[src/pkg/hub_rst_pkg.sv]
// constants and types for the hub reset and link power sequencer
`default_nettype none
package hub_rst_pkg;
    localparam int unsigned CLK_HZ          = 25_000_000;
    // power-on hold time in microseconds
    localparam int unsigned POR_HOLD_US     = 100;
    localparam int unsigned POR_HOLD_CYC    = (POR_HOLD_US * (CLK_HZ / 1_000_000));
    // sleep entry under 10 us, exit under 50 us: longest times round down
    localparam int unsigned SLEEP_ENTRY_NS  = 10_000;
    localparam int unsigned SLEEP_EXIT_NS   = 50_000;
    localparam int unsigned CLK_NS          = 1_000_000_000 / CLK_HZ;
    localparam int unsigned SLEEP_ENTRY_CYC = (SLEEP_ENTRY_NS / CLK_NS) - 1;
    localparam int unsigned SLEEP_EXIT_CYC  = (SLEEP_EXIT_NS / CLK_NS) - 1;
    // suspend entry about 3 ms, resume about 2 ms
    localparam int unsigned SUSP_ENTRY_US   = 3_000;
    localparam int unsigned SUSP_EXIT_US    = 2_000;
    localparam int unsigned SUSP_ENTRY_CYC  = SUSP_ENTRY_US * (CLK_HZ / 1_000_000);
    localparam int unsigned SUSP_EXIT_CYC   = SUSP_EXIT_US * (CLK_HZ / 1_000_000);
    localparam int unsigned CNT_W           = 24;
    localparam logic [6:0]  ADDR_RESET      = 7'h00;
    typedef enum logic [1:0] {
        LINK_FULL_ON,
        LINK_SLEEP_STATE,
        LINK_SUSPEND_STATE
    } link_state_e;
endpackage
`default_nettype wire

[src/pkg/timer_if.sv]
// interface between the link sequencer and its latency timer
`default_nettype none
interface timer_if;
    logic                         start;
    logic [hub_rst_pkg::CNT_W-1:0] load;
    logic                         done;
    modport ctrl (output start, output load, input done);
    modport tmr  (input start, input load, output done);
endinterface
`default_nettype wire

[src/hub_reset_link_power.sv]
// chip reset combiner and upstream link power state sequencer
`default_nettype none
module hub_reset_link_power #(
    parameter int unsigned POR_CYC   = hub_rst_pkg::POR_HOLD_CYC,
    parameter int unsigned SUSP_IN   = hub_rst_pkg::SUSP_ENTRY_CYC,
    parameter int unsigned SUSP_OUT  = hub_rst_pkg::SUSP_EXIT_CYC
) (
    input  wire logic       MCLK,
    input  wire logic       RST,
    input  wire logic       RESET_N,
    input  wire logic       BUS_RESET,
    input  wire logic       HOST_REQ_SLEEP,
    input  wire logic       HOST_REQ_SUSPEND,
    input  wire logic       HOST_REQ_WAKE,
    input  wire logic       DEV_REQ_SLEEP,
    input  wire logic       DEV_REQ_SUSPEND,
    input  wire logic       DEV_REQ_WAKE,
    input  wire logic       SET_ADDR,
    input  wire logic [6:0] NEW_ADDR,
    input  wire logic       SET_CONFIG,
    output logic            CORE_RST,
    output logic            STANDBY,
    output logic            PHY_EN,
    output logic            DIFF_OE,
    output logic            XTAL_EN,
    output logic            PLL_EN,
    output logic            XFER_ABORT,
    output logic            DS_RESET,
    output logic [6:0]      DEV_ADDR,
    output logic            CONFIGURED,
    output logic [1:0]      LINK_STATE,
    output logic            LINK_BUSY
);
    // pin synchroniser, three stages; change counts when stages two and three agree
    logic [2:0] pin_sync_ff;
    logic [2:0] nxt_pin_sync;
    logic       pin_low_ff;
    logic       nxt_pin_low;
    logic [2:0] bus_sync_ff;
    logic [2:0] nxt_bus_sync;
    logic       bus_rst_ff;
    logic       nxt_bus_rst;

    always_comb begin
        nxt_pin_sync = {pin_sync_ff[1:0], RESET_N};
        nxt_bus_sync = {bus_sync_ff[1:0], BUS_RESET};
        nxt_pin_low  = pin_low_ff;
        nxt_bus_rst  = bus_rst_ff;
        if (pin_sync_ff[1] == pin_sync_ff[2]) begin
            nxt_pin_low = !pin_sync_ff[2];
        end
        if (bus_sync_ff[1] == bus_sync_ff[2]) begin
            nxt_bus_rst = bus_sync_ff[2];
        end
    end

    always_ff @(posedge MCLK) begin
        if (RST) begin
            pin_sync_ff <= 3'h7;
            bus_sync_ff <= 3'h0;
            pin_low_ff  <= 1'b0;
            bus_rst_ff  <= 1'b0;
        end else begin
            pin_sync_ff <= nxt_pin_sync;
            bus_sync_ff <= nxt_bus_sync;
            pin_low_ff  <= nxt_pin_low;
            bus_rst_ff  <= nxt_bus_rst;
        end
    end

    // power-on hold timer, restarted by RST (power applied) and the pin
    logic [hub_rst_pkg::CNT_W-1:0] por_cnt_ff;
    logic [hub_rst_pkg::CNT_W-1:0] nxt_por_cnt;
    logic                         por_act_ff;
    logic                         nxt_por_act;
    logic                         core_rst_ff;
    logic                         nxt_core_rst;

    always_comb begin
        nxt_por_cnt  = por_cnt_ff;
        nxt_por_act  = por_act_ff;
        if (pin_low_ff) begin
            nxt_por_cnt = '0;
            nxt_por_act = 1'b1;
        end else if (por_act_ff) begin
            if (por_cnt_ff >= POR_CYC[hub_rst_pkg::CNT_W-1:0] - 1'b1) begin
                nxt_por_act = 1'b0;
            end else begin
                nxt_por_cnt = por_cnt_ff + 1'b1;
            end
        end
        nxt_core_rst = pin_low_ff || por_act_ff || bus_rst_ff;
    end

    always_ff @(posedge MCLK) begin
        if (RST) begin
            por_cnt_ff  <= '0;
            por_act_ff  <= 1'b1;
            core_rst_ff <= 1'b1;
        end else begin
            por_cnt_ff  <= nxt_por_cnt;
            por_act_ff  <= nxt_por_act;
            core_rst_ff <= nxt_core_rst;
        end
    end

    assign CORE_RST   = core_rst_ff;
    assign STANDBY    = pin_low_ff;
    assign PHY_EN     = !pin_low_ff && !por_act_ff;
    assign DIFF_OE    = PHY_EN;
    assign XTAL_EN    = !pin_low_ff;
    assign PLL_EN     = !pin_low_ff;
    assign XFER_ABORT = pin_low_ff || bus_rst_ff;
    assign DS_RESET   = 1'b0;

    // address and configuration state
    logic [6:0] addr_ff;
    logic [6:0] nxt_addr;
    logic       cfg_ff;
    logic       nxt_cfg;
    logic       local_rst;
    assign local_rst = pin_low_ff || por_act_ff;

    always_comb begin
        nxt_addr = addr_ff;
        nxt_cfg  = cfg_ff;
        if (local_rst || bus_rst_ff) begin
            nxt_addr = hub_rst_pkg::ADDR_RESET;
            nxt_cfg  = 1'b0;
        end else begin
            if (SET_ADDR) begin
                nxt_addr = NEW_ADDR;
            end
            if (SET_CONFIG) begin
                nxt_cfg = 1'b1;
            end
        end
    end

    always_ff @(posedge MCLK) begin
        if (RST) begin
            addr_ff <= hub_rst_pkg::ADDR_RESET;
            cfg_ff  <= 1'b0;
        end else begin
            addr_ff <= nxt_addr;
            cfg_ff  <= nxt_cfg;
        end
    end

    assign DEV_ADDR   = addr_ff;
    assign CONFIGURED = cfg_ff;

    // link power state machine
    typedef enum logic [2:0] {
        ST_ON,
        ST_SLEEP_IN,
        ST_SLEEP,
        ST_SUSP_IN,
        ST_SUSP,
        ST_WAKE
    } lp_state_e;

    lp_state_e                    st_ff;
    lp_state_e                    nxt_st;
    hub_rst_pkg::link_state_e     lnk_ff;
    hub_rst_pkg::link_state_e     nxt_lnk;
    timer_if                      tif ();
    logic                         tmr_rst;
    assign tmr_rst = RST || local_rst || bus_rst_ff;

    lat_timer u_timer (
        .clk (MCLK),
        .rst (tmr_rst),
        .t   (tif.tmr)
    );

    logic req_sleep;
    logic req_susp;
    logic req_wake;
    assign req_sleep = HOST_REQ_SLEEP || DEV_REQ_SLEEP;
    assign req_susp  = HOST_REQ_SUSPEND || DEV_REQ_SUSPEND;
    assign req_wake  = HOST_REQ_WAKE || DEV_REQ_WAKE;

    always_comb begin
        nxt_st     = st_ff;
        nxt_lnk    = lnk_ff;
        tif.start  = 1'b0;
        tif.load   = '0;
        if (local_rst || bus_rst_ff) begin
            nxt_st  = ST_ON;
            nxt_lnk = hub_rst_pkg::LINK_FULL_ON;
        end else begin
            unique case (st_ff)
                ST_ON: begin
                    if (req_susp) begin
                        nxt_st    = ST_SUSP_IN;
                        tif.start = 1'b1;
                        tif.load  = hub_rst_pkg::CNT_W'(SUSP_IN - 1);
                    end else if (req_sleep) begin
                        nxt_st    = ST_SLEEP_IN;
                        tif.start = 1'b1;
                        tif.load  = hub_rst_pkg::CNT_W'(hub_rst_pkg::SLEEP_ENTRY_CYC - 1);
                    end
                end
                ST_SLEEP_IN: begin
                    if (tif.done) begin
                        nxt_st  = ST_SLEEP;
                        nxt_lnk = hub_rst_pkg::LINK_SLEEP_STATE;
                    end
                end
                ST_SUSP_IN: begin
                    if (tif.done) begin
                        nxt_st  = ST_SUSP;
                        nxt_lnk = hub_rst_pkg::LINK_SUSPEND_STATE;
                    end
                end
                ST_SLEEP: begin
                    if (req_wake) begin
                        nxt_st    = ST_WAKE;
                        tif.start = 1'b1;
                        tif.load  = hub_rst_pkg::CNT_W'(hub_rst_pkg::SLEEP_EXIT_CYC - 1);
                    end
                end
                ST_SUSP: begin
                    if (req_wake) begin
                        nxt_st    = ST_WAKE;
                        tif.start = 1'b1;
                        tif.load  = hub_rst_pkg::CNT_W'(SUSP_OUT - 1);
                    end
                end
                ST_WAKE: begin
                    if (tif.done) begin
                        nxt_st  = ST_ON;
                        nxt_lnk = hub_rst_pkg::LINK_FULL_ON;
                    end
                end
                default: begin
                    nxt_st = ST_ON;
                end
            endcase
        end
    end

    always_ff @(posedge MCLK) begin
        if (RST) begin
            st_ff  <= ST_ON;
            lnk_ff <= hub_rst_pkg::LINK_FULL_ON;
        end else begin
            st_ff  <= nxt_st;
            lnk_ff <= nxt_lnk;
        end
    end

    assign LINK_STATE = lnk_ff;
    assign LINK_BUSY  = (st_ff == ST_SLEEP_IN) || (st_ff == ST_SUSP_IN) || (st_ff == ST_WAKE);
endmodule
`default_nettype wire

[src/lat_timer.sv]
// down counter that times link state transitions
`default_nettype none
module lat_timer (
    input  wire logic clk,
    input  wire logic rst,
    timer_if.tmr      t
);
    logic [hub_rst_pkg::CNT_W-1:0] cnt_ff;
    logic [hub_rst_pkg::CNT_W-1:0] nxt_cnt;
    logic                         run_ff;
    logic                         nxt_run;

    always_comb begin
        nxt_cnt = cnt_ff;
        nxt_run = run_ff;
        if (t.start) begin
            nxt_cnt = t.load;
            nxt_run = 1'b1;
        end else if (run_ff) begin
            if (cnt_ff == '0) begin
                nxt_run = 1'b0;
            end else begin
                nxt_cnt = cnt_ff - 1'b1;
            end
        end
    end

    always_ff @(posedge clk) begin
        if (rst) begin
            cnt_ff <= '0;
            run_ff <= 1'b0;
        end else begin
            cnt_ff <= nxt_cnt;
            run_ff <= nxt_run;
        end
    end

    assign t.done = run_ff && (cnt_ff == '0) && !t.start;
endmodule
`default_nettype wire

[config.mk]
export PLATFORM = sky130hd
export DESIGN_NAME = hub_reset_link_power
export DESIGN_NICKNAME = d
export VERILOG_FILES = /design/src/pkg/hub_rst_pkg.sv /design/src/pkg/timer_if.sv /design/src/hub_reset_link_power.sv /design/src/lat_timer.sv
export SDC_FILE = /design/constraint.sdc
export NUM_CORES = 1
export LEC_CHECK = 0
export ABC_AREA = 1
export BUFFER_PORTS_ARGS = -buffer_cell sky130_fd_sc_hd__buf_2
export CORE_UTILIZATION = 45
export CTS_CLUSTER_DIAMETER = 150
export DETAILED_ROUTE_END_ITERATION = 7
export PLACE_DENSITY = 0.69
export SLEW_MARGIN = 20
export SYNTH_ARGS = -nofsm -noshare
export SYNTH_HDL_FRONTEND = slang
export SYNTH_SLANG_ARGS = --single-unit
[constraint.sdc]
create_clock -name MCLK -period 1.63 [get_ports MCLK]
set_input_delay 0.163 -clock MCLK [delete_from_list [all_inputs] [get_ports MCLK]]
set_output_delay 0.163 -clock MCLK [all_outputs]
set_load 0.01 [all_outputs]
Yosys cells after proc, flatten, opt, wreduce, memory -nomap -nowiden
Cells that the tools add are included.
{"block": "totals", "ff_bits": 72, "input_bits": 19, "out_inout_bits": 19, "word_cells": 88}
{"block": "classes", "add_sub_neg": 2, "magnitude_cmp": 1, "n_eq_ne": 13, "n_mux": 30, "bitwise": 1, "n_reduce_logical": 28}
{"cell": "two-way mux 24 bit", "count": 3}
{"cell": "case mux 17 bit (3 select lines)", "count": 1}
{"cell": "two-way mux 17 bit", "count": 2}
{"cell": "adder 24 x 1 -> 24 bit (second input constant)", "count": 1}
{"cell": "greater-or-equal comparator 24 x 12 -> 1 bit (second input constant)", "count": 1}
{"cell": "logical NOT 24 bit", "count": 1}
{"cell": "subtractor 24 x 1 -> 24 bit (second input constant)", "count": 1}
{"cell": "two-way mux 3 bit", "count": 6}
{"cell": "two-way mux 16 bit", "count": 1}
{"cell": "case mux 3 bit (5 select lines)", "count": 1}
{"cell": "two-way mux 11 bit", "count": 1}
{"cell": "logical OR 1 bit", "count": 10}
{"cell": "two-way mux 1 bit", "count": 9}
{"cell": "two-way mux 8 bit", "count": 1}
{"cell": "== test 3 x 2 -> 1 bit (second input constant)", "count": 2}
{"cell": "== test 3 bit (second input constant)", "count": 2}
{"cell": "two-way mux 2 bit", "count": 3}
{"cell": "inequality test 2 bit (second input constant)", "count": 3}
{"cell": "case mux 2 bit (3 select lines)", "count": 1}
{"cell": "OR reduction 2 bit", "count": 3}
{"cell": "AND reduction 5 bit", "count": 1}
{"cell": "logical NOT 1 bit", "count": 4}
{"cell": "inequality test 2 x 1 -> 1 bit (second input constant)", "count": 2}
{"cell": "AND reduction 2 bit", "count": 2}
{"cell": "10 further kinds", "count": 13}

Logic depth before layout (Yosys ltp)
Gate-level depths: netlist of run 1.
{"block": "logic_depth", "ltp_word": 9, "mapped_depth": 14, "mapped_depth_nobuf": 14}

Hierarchy
From an unflattened synthesis of run 1, not the netlist that was laid out.
{"block": "unflattened", "cells_unflattened": 623, "area_unflattened_um2": 4192.8}
{"module": "hub_reset_link_power", "instances": 1, "cells_each": 326, "area_each_um2": 2227.1, "seq_area_each_um2": 940.9}
{"module": "lat_timer", "instances": 1, "cells_each": 297, "area_each_um2": 1965.6, "seq_area_each_um2": 500.5}

Least setup slack after synthesis of run 1
OpenSTA, ideal clock, no wires.
{"block": "synth_path", "path_type": "register -> register", "start": "register u_timer.cnt_ff[0] (netlist bit)", "end": "register u_timer.cnt_ff[4] (netlist bit)", "setup_ps": 115, "arrival_time_ps": 1389, "required_ps": 1515, "path_slack_ps": 127, "stages_incl_launch_ff": 14, "n_path_buf": 2, "period_less_slack_ps": 1503, "path_cell_list": "dfxtp_1 -> inv_1 -> ha_1 -> inv_1 -> nor2_1 -> nand2_1 -> nor2_1 -> nand3_1 -> nand2_2 -> nand2_2 -> buf_6 -> buf_8 -> o21ai_1 -> nor2_1"}
{"block": "synth_via", "elab_chain_cells": 4, "elab_cells_between_ends": 7, "cone_classes": "add/sub (1); eq/ne (1); mux (3); reduce/logical (2)"}
{"item": "from (decl)", "line": "lat_timer.sv:8", "text": "logic [hub_rst_pkg::CNT_W-1:0] cnt_ff;"}
{"item": "from (signal assigned)", "line": "lat_timer.sv:33", "text": "cnt_ff <= nxt_cnt;"}
{"item": "subtractor 24 x 1 -> 24 bit", "line": "lat_timer.sv:23", "text": "nxt_cnt = cnt_ff - 1'b1;"}
{"item": "two-way mux 24 bit", "line": "lat_timer.sv:20", "text": "if (cnt_ff == '0) begin"}
{"item": "two-way mux 24 bit", "line": "lat_timer.sv:19", "text": "end else if (run_ff) begin"}
{"item": "two-way mux 24 bit", "line": "lat_timer.sv:16", "text": "if (t.start) begin"}
Parallel ways exist; a longest one is shown, timed or not. The select of a mux whose other input is x is not followed.
A chain may end at the register's enable or synchronous reset.

Final worst setup path of run 1
{"block": "layout_path", "start": "register u_timer.cnt_ff[1] (netlist bit)", "end": "register u_timer.cnt_ff[19] (netlist bit)"}
Same word-level chain as after synthesis.

==> metrics, run 1 <==
Final Cycle Share=102.7%; vias in the first global route=3,215; Post-layout nets=623; Cell Rows=32; Crit-path slowest cell=dfxtp_2; power per cell area=727.9 mW/mm^2; synthesized area per cell=6.804 sq um; leakage=2.011 nW; layout cells sized above 1=29.59%; filler cell count=724; RSZ-0062 raised after global routing=yes; EDFF count, synth=0; critical path cell sequence=inv_2, ha_4, inv_2, nor2_2, nand2_1, nor2_1, nand3_2, nand2_4, clkinvlp_4, nand4_1, nand2_1, nand2_1, nor2_1; final setup margin=-43.85 ps; ANT nets after route=0; Non-Filler Instances=between 700 and 800; total grt overflow=0; Routability Congestion=0.8724; post-layout util=58.98%; core area=between 0.007 and 0.008 sq mm; DR WL/cell=between 10 and 15 um; port buffer count=36; CTS Buf Count=9; CTS tree=built; Hold Vio Cnt, Final=0; DRT Pass-1 Iters=5; Post-Route Skew=8.765 ps; IR drop worst, VDD=0.0004525 V; post-synthesis cell type count=38; initial core utilization=46.47%; largest net degree at the start of global routing=20; Register Area=about 0.0014 sq mm; area of the multi-input gates=a little under 0.002 sq mm; startpoint types=flop; sequential share of the synthesized area=between 40% and 50%; Clock transition at path regs=80 ps; die area=between 0.008 and 0.009 sq mm; max_cap viols=0; clock buffer depth=2; antenna cells=0; hold crit path type=input pin to flop; Worst Path Required=~1900 ps; total number of vias=3,504; H-tree levels=3; failing checks=negative setup slack; syn_nets=547; Ports=38; DIE WIDTH=91.10 um; Post-Route Setup TNS=-179.5 ps; drt total wl=8664 um; Slew Viols, Final=0; clock latency on the worst-skew pair=360 ps; status=finished with violations; CP peak stage delay=330 ps; first-pass GRT wire length=14,290 um; CTS root buffer=clkbuf_8; All-Layer GR Usage=around 21%; crit path max fanout=6; Vias/cell=between 4 and 5; final setup fails=8; antenna violations before repair=0; Die H=91.10 um; Yosys reg bits=72; Pwr Total=0.003301 W; Synthesis Warnings=0; DP HPWL=6116 um; Worst EP arrival=1920 ps; critical path class=flop to flop; fmax=between 500 and 600 MHz; total placed cells including tap cells=687; CTS Sinks=72; Syn Inst Count=roughly 530; DRT iter0 DRCs=164; endpoint class of the critical path=flop; Async SR Flop Fraction=0%; CP dominant cell by count=nand2_1; Residual DRC=0; Mapped Area=0.003572 sq mm; Layout area overhead=26.94%; top_reg_cell synth=dfxtp_1; Tmin final=between 1500 and 2000 ps
==> cell type report <==
cell class	count	area share, %
clock inverters	5	1.269
clock buffers	10	3.035
repair buffers	75	11.07
inverters	77	6.705
well taps	102	2.815
multi-input cells	364	42.96
flip-flops and latches	72	31.87
repair inverters	2	0.2759
==> worst max-delay path, delay by kind of cell, from the launching register on <==
family	cells	cell delay, ps
adders and majority gates	1	140
buffers and inverters	3	300
DFF	1	330
and+or+nand+nor	9	800
==> final timing paths <==
path	depth (start not counted)	slack [ps]	end	from
setup / recovery	13	-40	u_timer.cnt_ff[19]	u_timer.cnt_ff[1]
hold / removal	3	30	CONFIGURED	SET_CONFIG
setup reg to reg	13	-40	u_timer.cnt_ff[19]	u_timer.cnt_ff[1]
hold reg to reg	2	410	bus_sync_ff[1]	bus_sync_ff[0]
==> Yosys cell counts (2+ instances only) <==
| cell | n | area [sq um] |
|---|---|---|
| buf_6 | 2 | 22.52 |
| nand2_1 | 97 | 364.1 |
| nor2_1 | 99 | 371.6 |
| nor3_1 | 14 | 70.07 |
| a21oi_2 | 4 | 35.03 |
| inv_1 | 70 | 262.8 |
| nor2_2 | 6 | 37.54 |
| clkinv_1 | 2 | 7.510 |
| or2_2 | 5 | 31.28 |
| xnor2_1 | 4 | 35.03 |
| nand2_2 | 6 | 37.54 |
| nand4_1 | 13 | 81.33 |
| buf_2 | 4 | 20.02 |
| o21ai_0 | 24 | 120.1 |
| dfxtp_1 | 72 | 1441 |
| ha_1 | 3 | 37.54 |
| o21bai_1 | 2 | 15.01 |
| a31oi_1 | 7 | 43.79 |
| o21ai_1 | 3 | 15.01 |
| buf_4 | 3 | 22.52 |
| xor2_1 | 4 | 35.03 |
| nor2_4 | 2 | 22.52 |
| inv_2 | 5 | 18.77 |
| nand2_4 | 3 | 33.78 |
| o21ai_2 | 2 | 17.52 |
| nand3_1 | 26 | 130.1 |
| a21oi_1 | 32 | 160.2 |
==> power by group <==
part / internal, W / switching, W
Combinational: 0.0000415 / 0.0000556
Clock: 0.000736 / 0.000691
Sequential: 0.00177 / 0.00000616
==> layer usage <==
layer,vias up,wire (um),global-route usage (%)
li1,1820,-,-
met5,-,0,0
met4,0,176,7.804
met2,77,4199,35.35
met3,15,346,6.114
met1,1592,3942,26.59
==> cell usage in the layout, fill, tap and decap left out, types with 6 or more instances in the layout <==
cell and n:
buf_4 33, inv_1 63, a31oi_1 7, clkinvlp_4 6
nor2_4 7, a21oi_1 28, inv_2 9, nand4_1 13
buf_2 36, nor2_1 89, a21oi_2 8, nor3_1 9
dfxtp_1 69, clkbuf_8 10, o21ai_2 9, nand2_1 87
o21ai_0 16, nand3_1 22, nor2_2 11, nand2_2 14
==> cells by family (layout without fill, tap and decap cells) <==
kind of cell               count (synthesis)  count (layout)  synth area share, %
buffers and inverters                     89             169                10.54
adders and majority gates                  4               4                1.331
xor gates and xnor gates                   8               8                1.961
DFF                                       72              72                40.35
other                                      1               1               0.1050
and+or+nand+nor                          275             275                33.91
AOI/OAI and AO/OA                         76              76                11.80
==> registers in the layout, indices dropped and copies added, names as in the netlist <==
name and flops:
por_cnt_ff 24, u_timer.cnt_ff 24, DEV_ADDR 7, bus_sync_ff 3, pin_sync_ff 3, st_ff 3
LINK_STATE 2, CONFIGURED 1, CORE_RST 1, STANDBY 1, bus_rst_ff 1, por_act_ff 1
u_timer.run_ff 1
==> stage by stage <==
stage | hold slack [ps] | worst slack, ps | area (sq um)
3_5_place_dp | 355.1 | -83.62 | 4063
6_report | 25.04 | -43.85 | 4534
2_1_floorplan | 266.8 | 126.6 | 3572
3_3_place_gp | 350.5 | -38.68 | 4063
5_1_grt | 20.45 | -134.6 | 4534
4_1_cts | 12.62 | 9.287 | 4352
==> what timing repair did <==
item / CTS / global route
hold endpoints to repair: 2 / 0
setup buffers: 0 / 1
pin swaps: 2 / 12
cloned: 1 / 1
gates resized for setup: 25 / 56
endpoints found under the setup margin: 18 / 36
hold buffers: 2 / 0
Power figures use the tool's default switching activity.
==> run 2, diff against run 1 <==
--- a/config.mk
+++ b/config.mk
@@ -10,8 +10,9 @@
 export CORE_UTILIZATION = 45
 export CTS_CLUSTER_DIAMETER = 150
 export DETAILED_ROUTE_END_ITERATION = 7
-export PLACE_DENSITY = 0.69
+export PLACE_DENSITY = 0.68
 export SLEW_MARGIN = 20
 export SYNTH_ARGS = -nofsm -noshare
 export SYNTH_HDL_FRONTEND = slang
+export SYNTH_HIERARCHICAL = 1
 export SYNTH_SLANG_ARGS = --single-unit
==> metrics, run 2 <==
status=finished with violations (unchanged); failing checks=design-rule violations, negative setup slack (was negative setup slack); Routability Congestion=0.8627 (was 0.8724); IR drop worst, VDD=0.0004645 V (was 0.0004525 V); critical path class=flop to flop (unchanged); die area=0.009707 sq mm (was 0.008298 sq mm); Tmin final=1835 ps (was 1674 ps); Non-Filler Instances=835 (was 707); sequential share of the synthesized area=34.38% (was 40.35%); area fraction of the dominant cell type after synthesis=34.38% (was 40.35%); Die H=98.53 um (was 91.10 um); largest net degree at the start of global routing=23 (was 20); Clock transition at path regs=80 ps (about the same); Yosys reg bits=72 (unchanged); commonest non-fill, non-tap cell in the layout=nand2_1 (was nor2_1); CTS tree=built (unchanged); Worst Path Required=1910 ps (was 1880 ps); Worst EP arrival=2110 ps (was 1920 ps); ranking of synthesized cells by area=dfxtp_1 (34%), nand2_1 (12%), nor2_1 (11%) (was dfxtp_1 (40%), nor2_1 (10%), nand2_1 (10%)); most numerous cell in the Yosys netlist=nand2_1 (was nor2_1); area of the multi-input gates=0.002630 sq mm (was 0.001948 sq mm); first-pass GRT wire length=17,620 um (was 14,290 um); Post-layout nets=744 (was 623); Syn Inst Count=623 (was 525); CTS root buffer=clkbuf_8 (unchanged); total placed cells including tap cells=808 (was 687); Ports=38 (unchanged); port buffer count=36 (unchanged); Post-Route Setup TNS=-3214 ps (was -179.5 ps); fmax=544.9 MHz (was 597.4 MHz); Synthesis Warnings=6 (was 0); Hold Vio Cnt, Final=0 (unchanged); DR WL/cell=12.64 um (was 12.25 um); Vias/cell=5.032 (was 4.956); startpoint types=flop (unchanged); All-Layer GR Usage=22.40% (was 21.45%); H-tree levels=3 (unchanged); total number of vias=4,202 (was 3,504); filler cell count=789 (was 724); max_cap viols=0 (unchanged); commonest non-fill, non-tap cells in the layout=nand2_1 (130), nor2_1 (109), dfxtp_1 (66) (was nor2_1 (89), nand2_1 (87), dfxtp_1 (69)); clock buffer depth=2 (unchanged); DRT iter0 DRCs=233 (was 164); leakage=2.664 nW (was 2.011 nW); Async SR Flop Fraction=0% (unchanged); initial core utilization=47.16% (was 46.47%); post-layout util=60.68% (was 58.98%); final setup fails=30 (was 8); antenna violations before repair=0 (unchanged); total grt overflow=0 (unchanged); DIE WIDTH=98.53 um (was 91.10 um); RSZ-0062 raised after global routing=yes (unchanged); crit path max fanout=7 (was 6); top_reg_cell synth=dfxtp_1 (unchanged); synth cell count leaders=nand2_1 (136), nor2_1 (120), dfxtp_1 (72) (was nor2_1 (99), nand2_1 (97), dfxtp_1 (72)); hold crit path type=input pin to flop (unchanged); drt total wl=10,560 um (was 8664 um); antenna cells=0 (unchanged); endpoint class of the critical path=flop (unchanged); DP HPWL=7138 um (was 6116 um); layout cells sized above 1=31.91% (was 29.59%); Slew Viols, Final=0 (unchanged); post-synthesis cell type count=43 (was 38); Synth area leader=dfxtp_1 (unchanged); clock latency on the worst-skew pair=350 ps (was 360 ps); CTS Buf Count=9 (unchanged); Residual DRC=4 (was 0); Register Area=0.001456 sq mm (was 0.001445 sq mm); power per cell area=591.9 mW/mm^2 (was 727.9 mW/mm^2); Cell Rows=34 (was 32); synthesized area per cell=6.730 sq um (was 6.804 sq um); core area=0.008891 sq mm (was 0.007687 sq mm); Final Cycle Share=112.6% (was 102.7%); Mapped Area=0.004193 sq mm (was 0.003572 sq mm); Layout area overhead=28.68% (was 26.94%); CTS Sinks=72 (unchanged); DRT Pass-1 Iters=7 (was 5); Post-Route Skew=7.571 ps (was 8.765 ps); EDFF count, synth=0 (unchanged); final setup margin=-205.4 ps (was -43.85 ps); vias in the first global route=3,996 (was 3,215); ANT nets after route=0 (unchanged)
run 2: cell types whose count changed after synthesis, moves of 6 or more:
cell / previous run / this run
a21oi_2: 4 / 11
a31oi_1: 7 / 1
nand2_1: 97 / 136
nand3_1: 26 / 38
nor2_1: 99 / 120
nor2_2: 6 / 12
nor2_4: 2 / 8
nor3_1: 14 / 4
o21ai_0: 24 / 14
run 2: repair_timing:
item | CTS | global route
gates resized for setup | 37 | 23
endpoints found under the hold margin | 1 | 0
pin swaps | 23 | 26
hold buffers | 1 | 0
gates cloned | 5 | 1
setup endpoints to repair | 30 | 30
setup buffers | 3 | 1
run 2: area by class of cell:
cell class | count | area share [%]
Sequential cell | 72 | 26.99
Multi-Input combinational cell | 467 | 48.75
Clock buffer | 10 | 2.551
Clock inverter | 6 | 0.8117
Tap cell | 108 | 2.505
Timing Repair Buffer | 96 | 13.01
Inverter | 76 | 5.380
run 2: through the flow:
stage / hold WS, ps / setup WS [ps] / total power, W / cell area [sq um]
2_1_floorplan: 266.8 / -146.4 / 0.001887 / 4348
3_3_place_gp: 351.3 / -172.3 / 0.001921 / 4858
3_5_place_dp: 355.4 / -253.9 / 0.001926 / 4858
4_1_cts: 11.12 / -123.2 / 0.003236 / 5280
5_1_grt: 31.52 / -253.2 / 0.003325 / 5395
6_report: 18.29 / -205.4 / 0.003194 / 5395
run 2: path summary, 6_finish.rpt:
path / start / end / slack [ps] / cells past startpoint
min: BUS_RESET / bus_sync_ff[0] / 20 / 3
max: st_ff[1] / u_timer/cnt_ff[1] / -210 / 11
max reg2reg: st_ff[1] / u_timer/cnt_ff[1] / -210 / 11
min reg2reg: bus_sync_ff[0] / bus_sync_ff[1] / 400 / 2
run 2: layer usage:
metal | vias up | wire length [um] | global-route usage (%)
li1 | 2153 | - | -
met1 | 1914 | 4447 | 25.67
met2 | 111 | 5346 | 41.28
met3 | 24 | 516 | 4.255
met4 | 0 | 246 | 8.266
met5 | - | 0 | 0
run 2: kinds of logic (layout without fill, tap and decap cells):
family | count (synthesis) | count (layout) | synth area share [%]
buffers and inverters | 97 | 188 | 10.35
other | 1 | 10 | 0.08944
and+or+nand+nor | 366 | 370 | 41.42
adders and majority gates | 4 | 4 | 1.134
DFF | 72 | 72 | 34.38
xor gates and xnor gates | 7 | 7 | 1.462
muxes | 5 | 5 | 1.194
AOI/OAI and AO/OA | 71 | 71 | 9.967
run 2: worst max-delay path, stage by stage (launching register included):
cell     delay, ps
dfxtp_4        370
inv_4           80
nor2_4          40
nand2_2         90
nor2_4          50
nor3b_4        240
nor2_4          90
inv_4          100
nand4_4        240
nand2_4        220
o21ai_1        110
a21oi_2        140
run 2: report_power, final:
part           switching, W  internal [W]  total [W]
registers        0.00000856       0.00176    0.00177
clock network      0.000712      0.000599    0.00131
logic             0.0000626     0.0000470   0.000110
total              0.000783       0.00241    0.00319
